--- src/counter_pkg.sv ---
// constants for the sixteen bit timer/counter: register offsets, field
// positions, reset values.
// assumes a plain strobe register port with 8 bit data in the low bits.
package counter_pkg;
   // ==========================================================
   // register offsets
   localparam logic [7:0] OFF_COUNT_LOW   = 8'h0E;
   localparam logic [7:0] OFF_COUNT_HIGH  = 8'h0F;
   localparam logic [7:0] OFF_CONTROL     = 8'h10;
   localparam logic [7:0] OFF_FLAG        = 8'h0C;
   localparam logic [7:0] OFF_ENABLE      = 8'h8C;
   localparam logic [7:0] OFF_PINS        = 8'h20;
   localparam logic [7:0] OFF_DIRECTION   = 8'h21;
   // ==========================================================
   // counter_control fields
   localparam int BIT_RUN      = 0;
   localparam int BIT_SOURCE   = 1;
   localparam int BIT_BYPASS   = 2;
   localparam int BIT_OSC_EN   = 3;
   localparam int BIT_PRE_LO   = 4;
   localparam int BIT_PRE_HI   = 5;
   localparam logic [7:0] CONTROL_MASK  = 8'h3F;
   localparam logic [7:0] CONTROL_RESET = 8'h00;
   // flag and enable registers, pin direction reset
   localparam int BIT_OVERFLOW = 0;
   localparam logic [7:0] PIN_DIR_RESET = 8'h03;
   // oscillator pin positions in the pin/direction registers
   localparam int BIT_PIN_OSC_OUT = 0;
   localparam int BIT_PIN_OSC_IN  = 1;
   // prescaler width (divide up to 1:8)
   localparam int PRESCALE_BITS = 3;
endpackage

--- src/edge_sync.sv ---
// two-flop synchroniser with rising and falling edge pulses.
// assumes input comes from outside the clock domain.
`timescale 1ns/100ps
`default_nettype none
module edge_sync (
   input  wire logic clock,
   input  wire logic rst_n,
   input  wire logic async_in,
   output logic      level,
   output logic      rise,
   output logic      fall
);
   // ==========================================================
   // synchroniser state
   logic meta_q, meta_d;   // first stage, read only by second
   logic sync_q, sync_d;   // second stage
   logic last_q, last_d;   // previous settled value for edges

   // next values
   always_comb begin
      meta_d = async_in;
      sync_d = meta_q;
      last_d = sync_q;
   end

   // registers
   always_ff @(posedge clock or negedge rst_n) begin
      if (!rst_n) begin
         meta_q <= 1'b0;
         sync_q <= 1'b0;
         last_q <= 1'b0;
      end else begin
         meta_q <= meta_d;
         sync_q <= sync_d;
         last_q <= last_d;
      end
   end

   assign level = sync_q;
   assign rise  = sync_q & ~last_q;
   assign fall  = ~sync_q & last_q;
endmodule
`default_nettype wire

--- src/timer_counter.sv ---
// sixteen bit timer/counter with prescaler, overflow flag and
// capture/compare special event clear.
// assumes one 25 MHz core clock (instruction clock); external count
// pins are sampled through two flops, so the asynchronous mode is modelled
// as the synchronous one but kept counting during sleep.
`timescale 1ns/100ps
`default_nettype none
// Behaviour
// RULE1: sixteen bit counter, two byte registers, wraps
// RULE2: overflow latches flag; enable gates interrupt
// RULE3: source bit picks instruction clock or pin
// RULE4: run bit enables counting, clear holds
// RULE5: prescale field divides by 1,2,4,8
// RULE6: oscillator enable forces pins input, read zero
// RULE7: bypass bit chooses sync; ignored in timer mode
// RULE8: falling edge needed before first count
// RULE9: osc enable picks osc_in else ext clock
// RULE10: synchronise prescaler output; prescaler ripples
// RULE11: sync mode sleeps frozen, prescaler keeps counting
// RULE12: async mode counts in sleep, overflow wakes
// RULE13: async count not a capture time base
// RULE14: async byte reads return stable values
// RULE15: software reads high, low, high again
// RULE16: software stops counter before async writes
// RULE17: special event trigger clears the count; the code skips the clear in asynchronous counter mode
// RULE18: oscillator enable bit runs or stops oscillator
// RULE19: software waits oscillator start-up before use
// RULE20: control bits seven and six read zero
// RULE21: write beats special event clear
// RULE22: count bytes survive device reset
// RULE23: control cleared by power-on reset
// RULE24: count byte write clears prescaler
// RULE25: flag set on wrap, held until cleared
module timer_counter (
   input  wire logic       clock,
   input  wire logic       rst_n,
   input  wire logic [7:0] address,
   input  wire logic [7:0] write_data,
   input  wire logic       write_strobe,
   input  wire logic       read_strobe,
   output logic      [7:0] read_data,
   input  wire logic       sleep_mode,
   input  wire logic       special_event,
   input  wire logic       osc_in_pin,
   input  wire logic       ext_clock_pin,
   output logic            osc_run,
   output logic            osc_in_oe_n,
   output logic            ext_clock_oe_n,
   output logic            overflow_irq,
   output logic            wake_request,
   output logic            timebase_valid,
   output logic     [15:0] timebase_count
);
   // ==========================================================
   // registers
   logic [7:0]  control_q, control_d;       // counter_control
   logic [7:0]  low_q, low_d;               // count_low_byte
   logic [7:0]  high_q, high_d;             // count_high_byte
   logic        flag_q, flag_d;             // overflow_flag
   logic        irq_en_q, irq_en_d;         // overflow_irq_enable
   logic [1:0]  dir_q, dir_d;               // port_direction, osc pins
   logic [2:0]  pre_q, pre_d;               // prescaler count
   logic        armed_q, armed_d;           // falling edge seen
   logic [7:0]  rdata_q, rdata_d;           // read data
   logic        irq_q, irq_d;
   logic        wake_q, wake_d;
   logic        tbv_q, tbv_d;
   logic [15:0] tbc_q, tbc_d;
   logic        oe_in_q, oe_in_d;
   logic        oe_ext_q, oe_ext_d;
   logic        osc_q, osc_d;
   logic        run_q;                      // previous run bit

   // ==========================================================
   // field decode
   logic       run, ext_src, bypass, osc_en;
   logic [1:0] pre_sel;
   assign run     = control_q[counter_pkg::BIT_RUN];
   assign ext_src = control_q[counter_pkg::BIT_SOURCE];
   assign bypass  = control_q[counter_pkg::BIT_BYPASS];
   assign osc_en  = control_q[counter_pkg::BIT_OSC_EN];
   assign pre_sel = control_q[counter_pkg::BIT_PRE_HI:counter_pkg::BIT_PRE_LO];

   // ==========================================================
   // pin synchronisers
   logic osc_lvl, osc_rise, osc_fall;
   logic ext_lvl, ext_rise, ext_fall;
   edge_sync u_osc_sync (
      .clock    (clock),
      .rst_n    (rst_n),
      .async_in (osc_in_pin),
      .level    (osc_lvl),
      .rise     (osc_rise),
      .fall     (osc_fall)
   );
   edge_sync u_ext_sync (
      .clock    (clock),
      .rst_n    (rst_n),
      .async_in (ext_clock_pin),
      .level    (ext_lvl),
      .rise     (ext_rise),
      .fall     (ext_fall)
   );

   // ==========================================================
   // source selection and count enables
   logic src_rise, src_fall, src_lvl, tick, pre_out, count_en;
   logic wr_low, wr_high, wr_ctrl, wr_count;
   logic [15:0] count, count_next;
   always_comb begin
      // oscillator pin when the oscillator runs, else clock pin; see RULE9
      src_rise = osc_en ? osc_rise : ext_rise;
      src_fall = osc_en ? osc_fall : ext_fall;
      src_lvl  = osc_en ? osc_lvl  : ext_lvl;
      // instruction clock ticks every cycle; see RULE3
      if (!ext_src) begin
         tick = 1'b1;
      end else begin
         tick = src_rise & armed_q;   // see RULE8
      end
      // prescaler output pulse by selected ratio; see RULE5
      case (pre_sel)
         2'b00:   pre_out = tick;
         2'b01:   pre_out = tick & pre_q[0];
         2'b10:   pre_out = tick & (&pre_q[1:0]);
         2'b11:   pre_out = tick & (&pre_q[2:0]);
         default: pre_out = 1'b0;
      endcase
      // sleep stops timer and synchronised counter only; see RULE11 RULE12
      count_en = run & pre_out & ~(sleep_mode & ~(ext_src & bypass));   // see RULE4 RULE7
   end

   assign wr_low   = write_strobe && address == counter_pkg::OFF_COUNT_LOW;
   assign wr_high  = write_strobe && address == counter_pkg::OFF_COUNT_HIGH;
   assign wr_ctrl  = write_strobe && address == counter_pkg::OFF_CONTROL;
   assign wr_count = wr_low | wr_high;
   assign count      = {high_q, low_q};
   assign count_next = count + 16'h0001;

   // ==========================================================
   // counter, prescaler and arming next values
   always_comb begin
      pre_d   = pre_q;
      armed_d = armed_q;
      low_d   = low_q;
      high_d  = high_q;
      // prescaler advances on source ticks even in sleep; see RULE10 RULE11
      if (run && tick) begin
         pre_d = pre_q + 3'b001;
      end
      // arm on falling edge after enable in counter mode; see RULE8
      if (!run || !ext_src) begin
         armed_d = 1'b0;
      end else if (src_fall || (!src_lvl && run_q && armed_q)) begin
         armed_d = 1'b1;
      end
      if (wr_count) begin
         pre_d = 3'b000;   // see RULE24
      end
      if (wr_low || wr_high) begin
         // write wins over increment and special clear; see RULE21 RULE16
         if (wr_low) begin
            low_d = write_data;
         end
         if (wr_high) begin
            high_d = write_data;
         end
      end else if (special_event && !(ext_src && bypass)) begin
         // clear works in timer and synchronised modes; see RULE17
         low_d  = 8'h00;
         high_d = 8'h00;
      end else if (count_en) begin
         {high_d, low_d} = count_next;   // wraps ffff to 0000; see RULE1
      end
   end

   // ==========================================================
   // register file next values
   logic wrap;
   assign wrap = count_en && !wr_count && (count == 16'hFFFF)
                 && !(special_event && !(ext_src && bypass));
   always_comb begin
      control_d = control_q;
      flag_d    = flag_q;
      irq_en_d  = irq_en_q;
      dir_d     = dir_q;
      rdata_d   = 8'h00;
      if (wr_ctrl) begin
         control_d = write_data & counter_pkg::CONTROL_MASK;   // see RULE20
      end
      if (write_strobe && address == counter_pkg::OFF_FLAG) begin
         flag_d = write_data[counter_pkg::BIT_OVERFLOW];
      end
      if (write_strobe && address == counter_pkg::OFF_ENABLE) begin
         irq_en_d = write_data[counter_pkg::BIT_OVERFLOW];
      end
      if (write_strobe && address == counter_pkg::OFF_DIRECTION) begin
         dir_d = write_data[1:0];
      end
      // set beats a software clear; see RULE2 RULE25
      if (wrap) begin
         flag_d = 1'b1;
      end
      // reads of the bytes come from core-clock registers; see RULE14
      if (read_strobe) begin
         case (address)
            counter_pkg::OFF_COUNT_LOW:  rdata_d = low_q;
            counter_pkg::OFF_COUNT_HIGH: rdata_d = high_q;
            counter_pkg::OFF_CONTROL:    rdata_d = control_q;   // see RULE20
            counter_pkg::OFF_FLAG:       rdata_d = {7'h00, flag_q};
            counter_pkg::OFF_ENABLE:     rdata_d = {7'h00, irq_en_q};
            counter_pkg::OFF_DIRECTION:  rdata_d = {6'h00, dir_q};
            // oscillator pins read zero while it runs; see RULE6
            counter_pkg::OFF_PINS: begin
               rdata_d = osc_en ? 8'h00 : {6'h00, osc_lvl, ext_lvl};
            end
            default:                     rdata_d = 8'h00;
         endcase
      end
   end

   // ==========================================================
   // output next values
   always_comb begin
      irq_d    = flag_d & irq_en_d;                           // see RULE2
      wake_d   = flag_d & irq_en_d & ext_src & bypass & run;  // see RULE12
      tbv_d    = ~(control_d[counter_pkg::BIT_SOURCE] & control_d[counter_pkg::BIT_BYPASS]); // see RULE13
      tbc_d    = {high_d, low_d};
      // pins forced input while oscillator on; see RULE6
      oe_in_d  = control_d[counter_pkg::BIT_OSC_EN] | dir_d[counter_pkg::BIT_PIN_OSC_IN];
      oe_ext_d = control_d[counter_pkg::BIT_OSC_EN] | dir_d[counter_pkg::BIT_PIN_OSC_OUT];
      osc_d    = control_d[counter_pkg::BIT_OSC_EN];          // see RULE18
   end

   // ==========================================================
   // count bytes: no reset, only special event clears; see RULE22
   always_ff @(posedge clock) begin
      low_q  <= low_d;
      high_q <= high_d;
   end

   // control state under power-on reset; see RULE23
   always_ff @(posedge clock or negedge rst_n) begin
      if (!rst_n) begin
         control_q <= counter_pkg::CONTROL_RESET;
         flag_q    <= 1'b0;
         irq_en_q  <= 1'b0;
         dir_q     <= counter_pkg::PIN_DIR_RESET[1:0];
         pre_q     <= 3'b000;
         armed_q   <= 1'b0;
         run_q     <= 1'b0;
         rdata_q   <= 8'h00;
         irq_q     <= 1'b0;
         wake_q    <= 1'b0;
         tbv_q     <= 1'b1;
         tbc_q     <= 16'h0000;
         oe_in_q   <= 1'b1;
         oe_ext_q  <= 1'b1;
         osc_q     <= 1'b0;
      end else begin
         control_q <= control_d;
         flag_q    <= flag_d;
         irq_en_q  <= irq_en_d;
         dir_q     <= dir_d;
         pre_q     <= pre_d;
         armed_q   <= armed_d;
         run_q     <= run;
         rdata_q   <= rdata_d;
         irq_q     <= irq_d;
         wake_q    <= wake_d;
         tbv_q     <= tbv_d;
         tbc_q     <= tbc_d;
         oe_in_q   <= oe_in_d;
         oe_ext_q  <= oe_ext_d;
         osc_q     <= osc_d;
      end
   end

   assign read_data      = rdata_q;
   assign overflow_irq   = irq_q;
   assign wake_request   = wake_q;
   assign timebase_valid = tbv_q;
   assign timebase_count = tbc_q;
   assign osc_in_oe_n    = oe_in_q;
   assign ext_clock_oe_n = oe_ext_q;
   assign osc_run        = osc_q;
endmodule
`default_nettype wire

--- config.mk ---
export PLATFORM = sky130hd
export DESIGN_NAME = timer_counter
export DESIGN_NICKNAME = d
export VERILOG_FILES = /design/src/counter_pkg.sv /design/src/edge_sync.sv /design/src/timer_counter.sv
export SDC_FILE = /design/constraint.sdc
export NUM_CORES = 1
export LEC_CHECK = 0
export ABC_AREA = 1
export BUFFER_PORTS_ARGS = -buffer_cell sky130_fd_sc_hd__buf_2
export CELL_PAD_IN_SITES_DETAIL_PLACEMENT = 1
export CELL_PAD_IN_SITES_GLOBAL_PLACEMENT = 1
export CORE_ASPECT_RATIO = 1.5
export CORE_MARGIN = 4
export CORE_UTILIZATION = 35
export CTS_CLUSTER_SIZE = 14
export DETAILED_ROUTE_END_ITERATION = 16
export GPL_ROUTABILITY_DRIVEN = 0
export PLACE_DENSITY = 0.74
export SYNTH_ARGS = -nofsm -noshare
export SYNTH_HDL_FRONTEND = slang
export SYNTH_HIERARCHICAL = 1
export SYNTH_SLANG_ARGS = --single-unit
--- constraint.sdc ---
create_clock -name clock -period 2.9 [get_ports clock]
set_clock_uncertainty 0.2 [all_clocks]
set_input_delay 0.58 -clock clock [delete_from_list [all_inputs] [get_ports clock]]
set_output_delay 0.58 -clock clock [all_outputs]
set_load 0.01 [all_outputs]
Yosys cells after proc, flatten, opt, wreduce, memory -nomap -nowiden
Cells that the tools add are included.

Equal/unequal tests: 11. Magnitude comparators: 0. Bitwise operators: 27. Mux-type cells: 25. Add/sub/neg operators: 2. Div/mod/pow operators: 0. Reduce and logical (&&, ||, !) cells: 28. $mul: 0. Shift-type cells: 0.

Operator list (number): $mux W8 (9); $pmux W8 S7 (1); $eq A8 B4 Y1 const B (3); $and A1 B1 Y1 (17); $add A16 B1 Y16 const B (1); $eq A16 B16 Y1 const B (1); $eq A8 B6 Y1 const B (2); $logic_and A1 B1 Y1 (14); $mux W1 (9); $eq A8 B5 Y1 const B (1); $eq A8 B8 Y1 const B (1); $not A1 Y1 (7); $logic_not A1 Y1 (6); $mux W3 (2); $eq A2 B2 Y1 const B (2); $mux W2 (2); $mux W4 (1); $pmux W1 S4 (1); $reduce_bool A2 Y1 (2); $add A3 B1 Y3 const B (1); $logic_or A1 B1 Y1 (3); $or A1 B1 Y1 (3); $reduce_and A3 Y1 (1); $eq A2 B1 Y1 const B (1); 2 further kinds (2).

Register bits: 67. Bits in latches: 0. Output and inout port bits: 30. RAM bits: 0. Memories: 0. Memory bits (read-only): 0. Bits of input ports: 24.

Logic depth before layout (Yosys ltp)
Word-level depth: 17. Mapped depth: 14. Depth with buffers taken out: 13.

Hierarchy
The synthesis kept the hierarchy.

By module, submodules not included: timer_counter (cells an instance 391, times used 1, area each 3006.6 µm²); edge_sync (cells an instance 7, times used 2, area each 90.1 µm²).

Least setup slack after synthesis
Ideal clock, no wire load.

Path kind: input -> register. Start: input address[4]. End: register tbc_q[2] (netlist: timebase_count[2]). Arrival: 1.458 ns. Setup time: 0.131 ns. Path slack: 1.111 ns. Cell stages on the path: 9. Path through: inv_1 nand2_1 nor2_4 nand3_2 nand3_2 inv_2 buf_6 nand4_1 nand3_1.

Longest elaborated chain between the ends: 4. Elaborated cells between the ends (all ways): 7. Those cells by class: eq/ne: 2; mux: 2; reduce/logical: 3.

Ends and longest elaborated chain: start: declaration (line timer_counter.sv:37) `input wire logic [7:0] address,`; $eq A8 B4 Y1, on equally long branches (line timer_counter.sv:133, timer_counter.sv:134); $logic_and A1 B1 Y1, on equally long branches (line timer_counter.sv:133, timer_counter.sv:134); $mux W8 or $logic_or A1 B1 Y1 (tied branches) (line timer_counter.sv:162, timer_counter.sv:160); $mux W8 (*) (line timer_counter.sv:160) `if (wr_low || wr_high) begin`; named net low_d[2] (line timer_counter.sv:57) `logic [7:0] low_q, low_d;`; end signal: assignment (line timer_counter.sv:272) `tbc_q <= tbc_d;`; end: declaration (line timer_counter.sv:68) `logic [15:0] tbc_q, tbc_d;`.

The timed path passes the listed nets; every way through them passes the cells marked *. A chain may end at the register's enable or synchronous reset.

Worst setup path in the final report
Start: register u_osc_sync.sync_q (netlist: u_osc_sync/level). End: register wake_q (netlist: wake_request).

Longest elaborated chain between the ends: 16. Elaborated cells between the ends (all ways): 18. Those cells by class: mux: 4; bitwise: 11; reduce/logical: 3.

Ends and longest elaborated chain: start: declaration (line edge_sync.sv:16) `logic sync_q, sync_d;`; start signal: assignment (line edge_sync.sv:34) `sync_q <= sync_d;`; $and A1 B1 Y1 (*) (line edge_sync.sv:40) `assign rise = sync_q & ~last_q;`; named net osc_rise (line timer_counter.sv:86) `logic osc_lvl, osc_rise, osc_fall;`; $mux W1 (*) (line timer_counter.sv:112) `src_rise = osc_en ? osc_rise : ext_rise;`; $and A1 B1 Y1 (*) (line timer_counter.sv:119) `tick = src_rise & armed_q;`; $mux W1 (*) (line timer_counter.sv:116) `if (!ext_src) begin`; $and A1 B1 Y1, on equally long branches (line timer_counter.sv:126, timer_counter.sv:124, timer_counter.sv:125); $pmux W1 S4 (*) (line timer_counter.sv:122) `case (pre_sel)`; $and A1 B1 Y1 (*) (2 in a row) (line timer_counter.sv:130) `count_en = run & pre_out & ~(sleep_mode & ~(ext_src & bypass));`; $logic_and A1 B1 Y1 (*) (2 in a row) (line timer_counter.sv:180) `assign wrap = count_en && !wr_count && (count == 16'hFFFF)`; $logic_and A1 B1 Y1 (*) (line timer_counter.sv:181) `&& !(special_event && !(ext_src && bypass));`; $mux W1 (*) (line timer_counter.sv:201) `if (wrap) begin`; named net flag_d (line timer_counter.sv:59) `logic flag_q, flag_d;`; $and A1 B1 Y1 (*) (4 in a row) (line timer_counter.sv:226) `wake_d = flag_d & irq_en_d & ext_src & bypass & run;`; named net wake_d (line timer_counter.sv:66) `logic wake_q, wake_d;`; end signal: assignment (line timer_counter.sv:270) `wake_q <= wake_d;`; end: declaration (line timer_counter.sv:66).

Marks and branches as above.

==> metrics <==
distinct cell type count after synthesis=31; DIE HEIGHT=~120 um; Final Hold Fails=0; Critical path buffers and inverters=2; Initial Utilization=0.359; DR vias/cell=between 5 and 6; outcome=finished clean; Hold WS=about 0.15 ns; synth top area cells=dfrtp_1 35%, nand2_1 11%, dfxtp_1 10%, inv_1 7.5%, o21ai_0 4.7%; max incr delay on CP=0.42 ns; PwrDens=between 500 and 600 nW/um^2; Top delay family on crit path=simple AND/OR/NAND/NOR gates; sequential share of the synthesized area=0.487; placed wire-length estimate=approximately 7300 um; setup_tns=0 ns; Async S/R FF share, synth=0.754; CP Cell Sequence=inv_1, nor2_1, inv_1, nand2_1, nand3_2, a21oi_2, nand2_2, nor2_1, nand2_1, nand2_2, nand2_2, nor2_2; initial antenna violation count=0; Global Route Usage Sum=0.194; DIE WIDTH=85.9 um; Seq cells post-synth=65; synth warn=6; required time worst endpoint=a little under 3 ns; Area Overhead vs Synth=21.3%; Overflow after GRT=0; Top FF cell, synth=dfrtp_1; Post-Syn Nets=432; VDD IR max=roughly 0.28 mV; WP data arrival=~2.2 ns; post-DR wirelength/cell=approximately 16 um; CTS resizes=0; First-pass DRT Iterations=4; I/O Pins=54; share of cells above drive strength 1=0.213; largest net degree at the start of global routing=50; post-cts hold buffer count=0; CTS Root Cell=clkbuf_16; clk slew on worst S/H paths=about 0.060 ns; Final Cycle Share=0.748; Slew @ Worst Pin=0.639 ns; CP max-delay cell=dfrtp_1; max-capacitance violation count=0; 1st-iter DRT viols=between 150 and 200; Final ANT Viol Nets=0; EDFF count, synth=0; DRC viols=0; Synth Area per Inst=7.87 sq um; fmax=around 460 MHz; antenna diode count=0; Post-Syn Instances=between 400 and 500; vias=slightly below 3000; TritonCTS Buffers=9; number of setup violations in the final report=0; Pins Over Slew Limit=0; most common cell in the synthesized netlist=nand2_1; die area=roughly 11000 sq um; Max-slew headroom=0.574; Core Region=roughly 8900 sq um; vias in the first global route=around 3300; Cell Area, Synth=approximately 3200 sq um; clk buf depth=2; Clk Latency, worst-skew pair=0.33 ns; Leakage=about 0.0019 uW; Post-synth top cells=95 x nand2_1, 64 x inv_1, 44 x dfrtp_1, 36 x nor2_1, 30 x o21ai_0; NumNets Final=about 500; Clock Sinks=65; IO buf count=53; hold crit path type=in -> async; top cell type's share of synthesized area=0.346; global-route wire length before repair=16200 um; Period minus WS final=2.17 ns; detailed-route wire length=9540 um; Setup Fix Bufs, Post-CTS=0; RSZ-0062 raised after global routing=false; most used cell along the critical path=nand2_2; CTS tree=done; H-tree Lvls=3; crit path kind=reg -> reg; Critical Path Source Type=register; Yosys top cell by area=dfrtp_1; Tot Pwr=2290 uW; Placement Rows=42; CP endpoint kind=register; largest fanout on the critical path=11
-- flip-flops by register name, summed over array words and instances, names as in the netlist, 2 cells and up --
| name | flops |
|---|---|
| control_q | 6 |
| read_data | 8 |
| pre_q | 3 |
| low_q | 8 |
| timebase_count | 16 |
| dir_q | 2 |
| high_q | 8 |
-- final timing paths --
path	start	endpoint	slack (ns)	cells after the start
worst max-delay path	u_osc_sync/level	wake_request	0.73	12
worst min-delay path	rst_n	u_ext_sync/last_q	0.15	2
worst max register to register	u_osc_sync/level	wake_request	0.73	12
worst min register to register	u_osc_sync/meta_q	u_osc_sync/level	0.15	0
max in group asynchronous	rst_n	timebase_count[15]	1.91	2
min in group clock	u_osc_sync/meta_q	u_osc_sync/level	0.15	0
-- report_power, final --
group	total, uW	internal (uW)	leakage [uW]	switching (uW)
Clock	1150	749	0.000144	397
Sequential	978	947	0.000768	31.3
Combinational	163	58.4	0.000993	104
-- kinds of logic after synthesis --
| family | synth area share |
|---|---|
| AO/OA/AOI/OAI | 0.115 |
| XOR/XNOR | 0.00825 |
| adder cells (fa/ha/maj) | 0.0118 |
| buffers and inverters | 0.0974 |
| flip-flops | 0.487 |
| AND/OR/NAND/NOR | 0.280 |
-- per-layer routing --
| layer | routed length [um] | GRT usage |
|---|---|---|
| met1 | 3630 | 0.201 |
| met3 | 325 | 0.0397 |
| met5 | 0 | 0 |
| met2 | 5380 | 0.369 |
| met4 | 199 | 0.0708 |
-- cell type report --
class                      instances  area [sq um]
clock buffer                       9           225
timing repair buffer              55           280
inverter                          67           251
tap                              110           138
fill                            1139          5010
sequential                        65          1550
clock inverter                     7          95.1
multi-input combinational        266          1320
-- through the flow --
| step | util | cells | worst slack [ns] | instance area (sq um) |
|---|---|---|---|---|
| floorplan | - | 405 | 1.11 | 3190 |
| global placement | 0.399 | 563 | 0.535 | 3550 |
| detailed placement | 0.399 | 563 | 0.405 | 3550 |
| CTS | 0.435 | 579 | 0.686 | 3870 |
| global route | 0.435 | 579 | 0.525 | 3870 |
| finish | 0.435 | 579 | 0.730 | 3870 |
-- cell usage in the layout (no fill, tap or decap), types with 4 or more instances in the layout --
cell type and n:
dfstp_2 5, o21ai_1 5, nand2_2 7, clkbuf_16 9
nand2_1 95, a21oi_1 5, nand4_1 9, nand3_1 28
o21ai_0 30, clkinvlp_4 4, nor2_2 5, buf_2 53
inv_1 64, o22ai_1 14, nor2_1 36, dfrtp_1 44
o211ai_1 4, nor3_1 7, dfxtp_1 16
(Power assumes the default switching activity.)
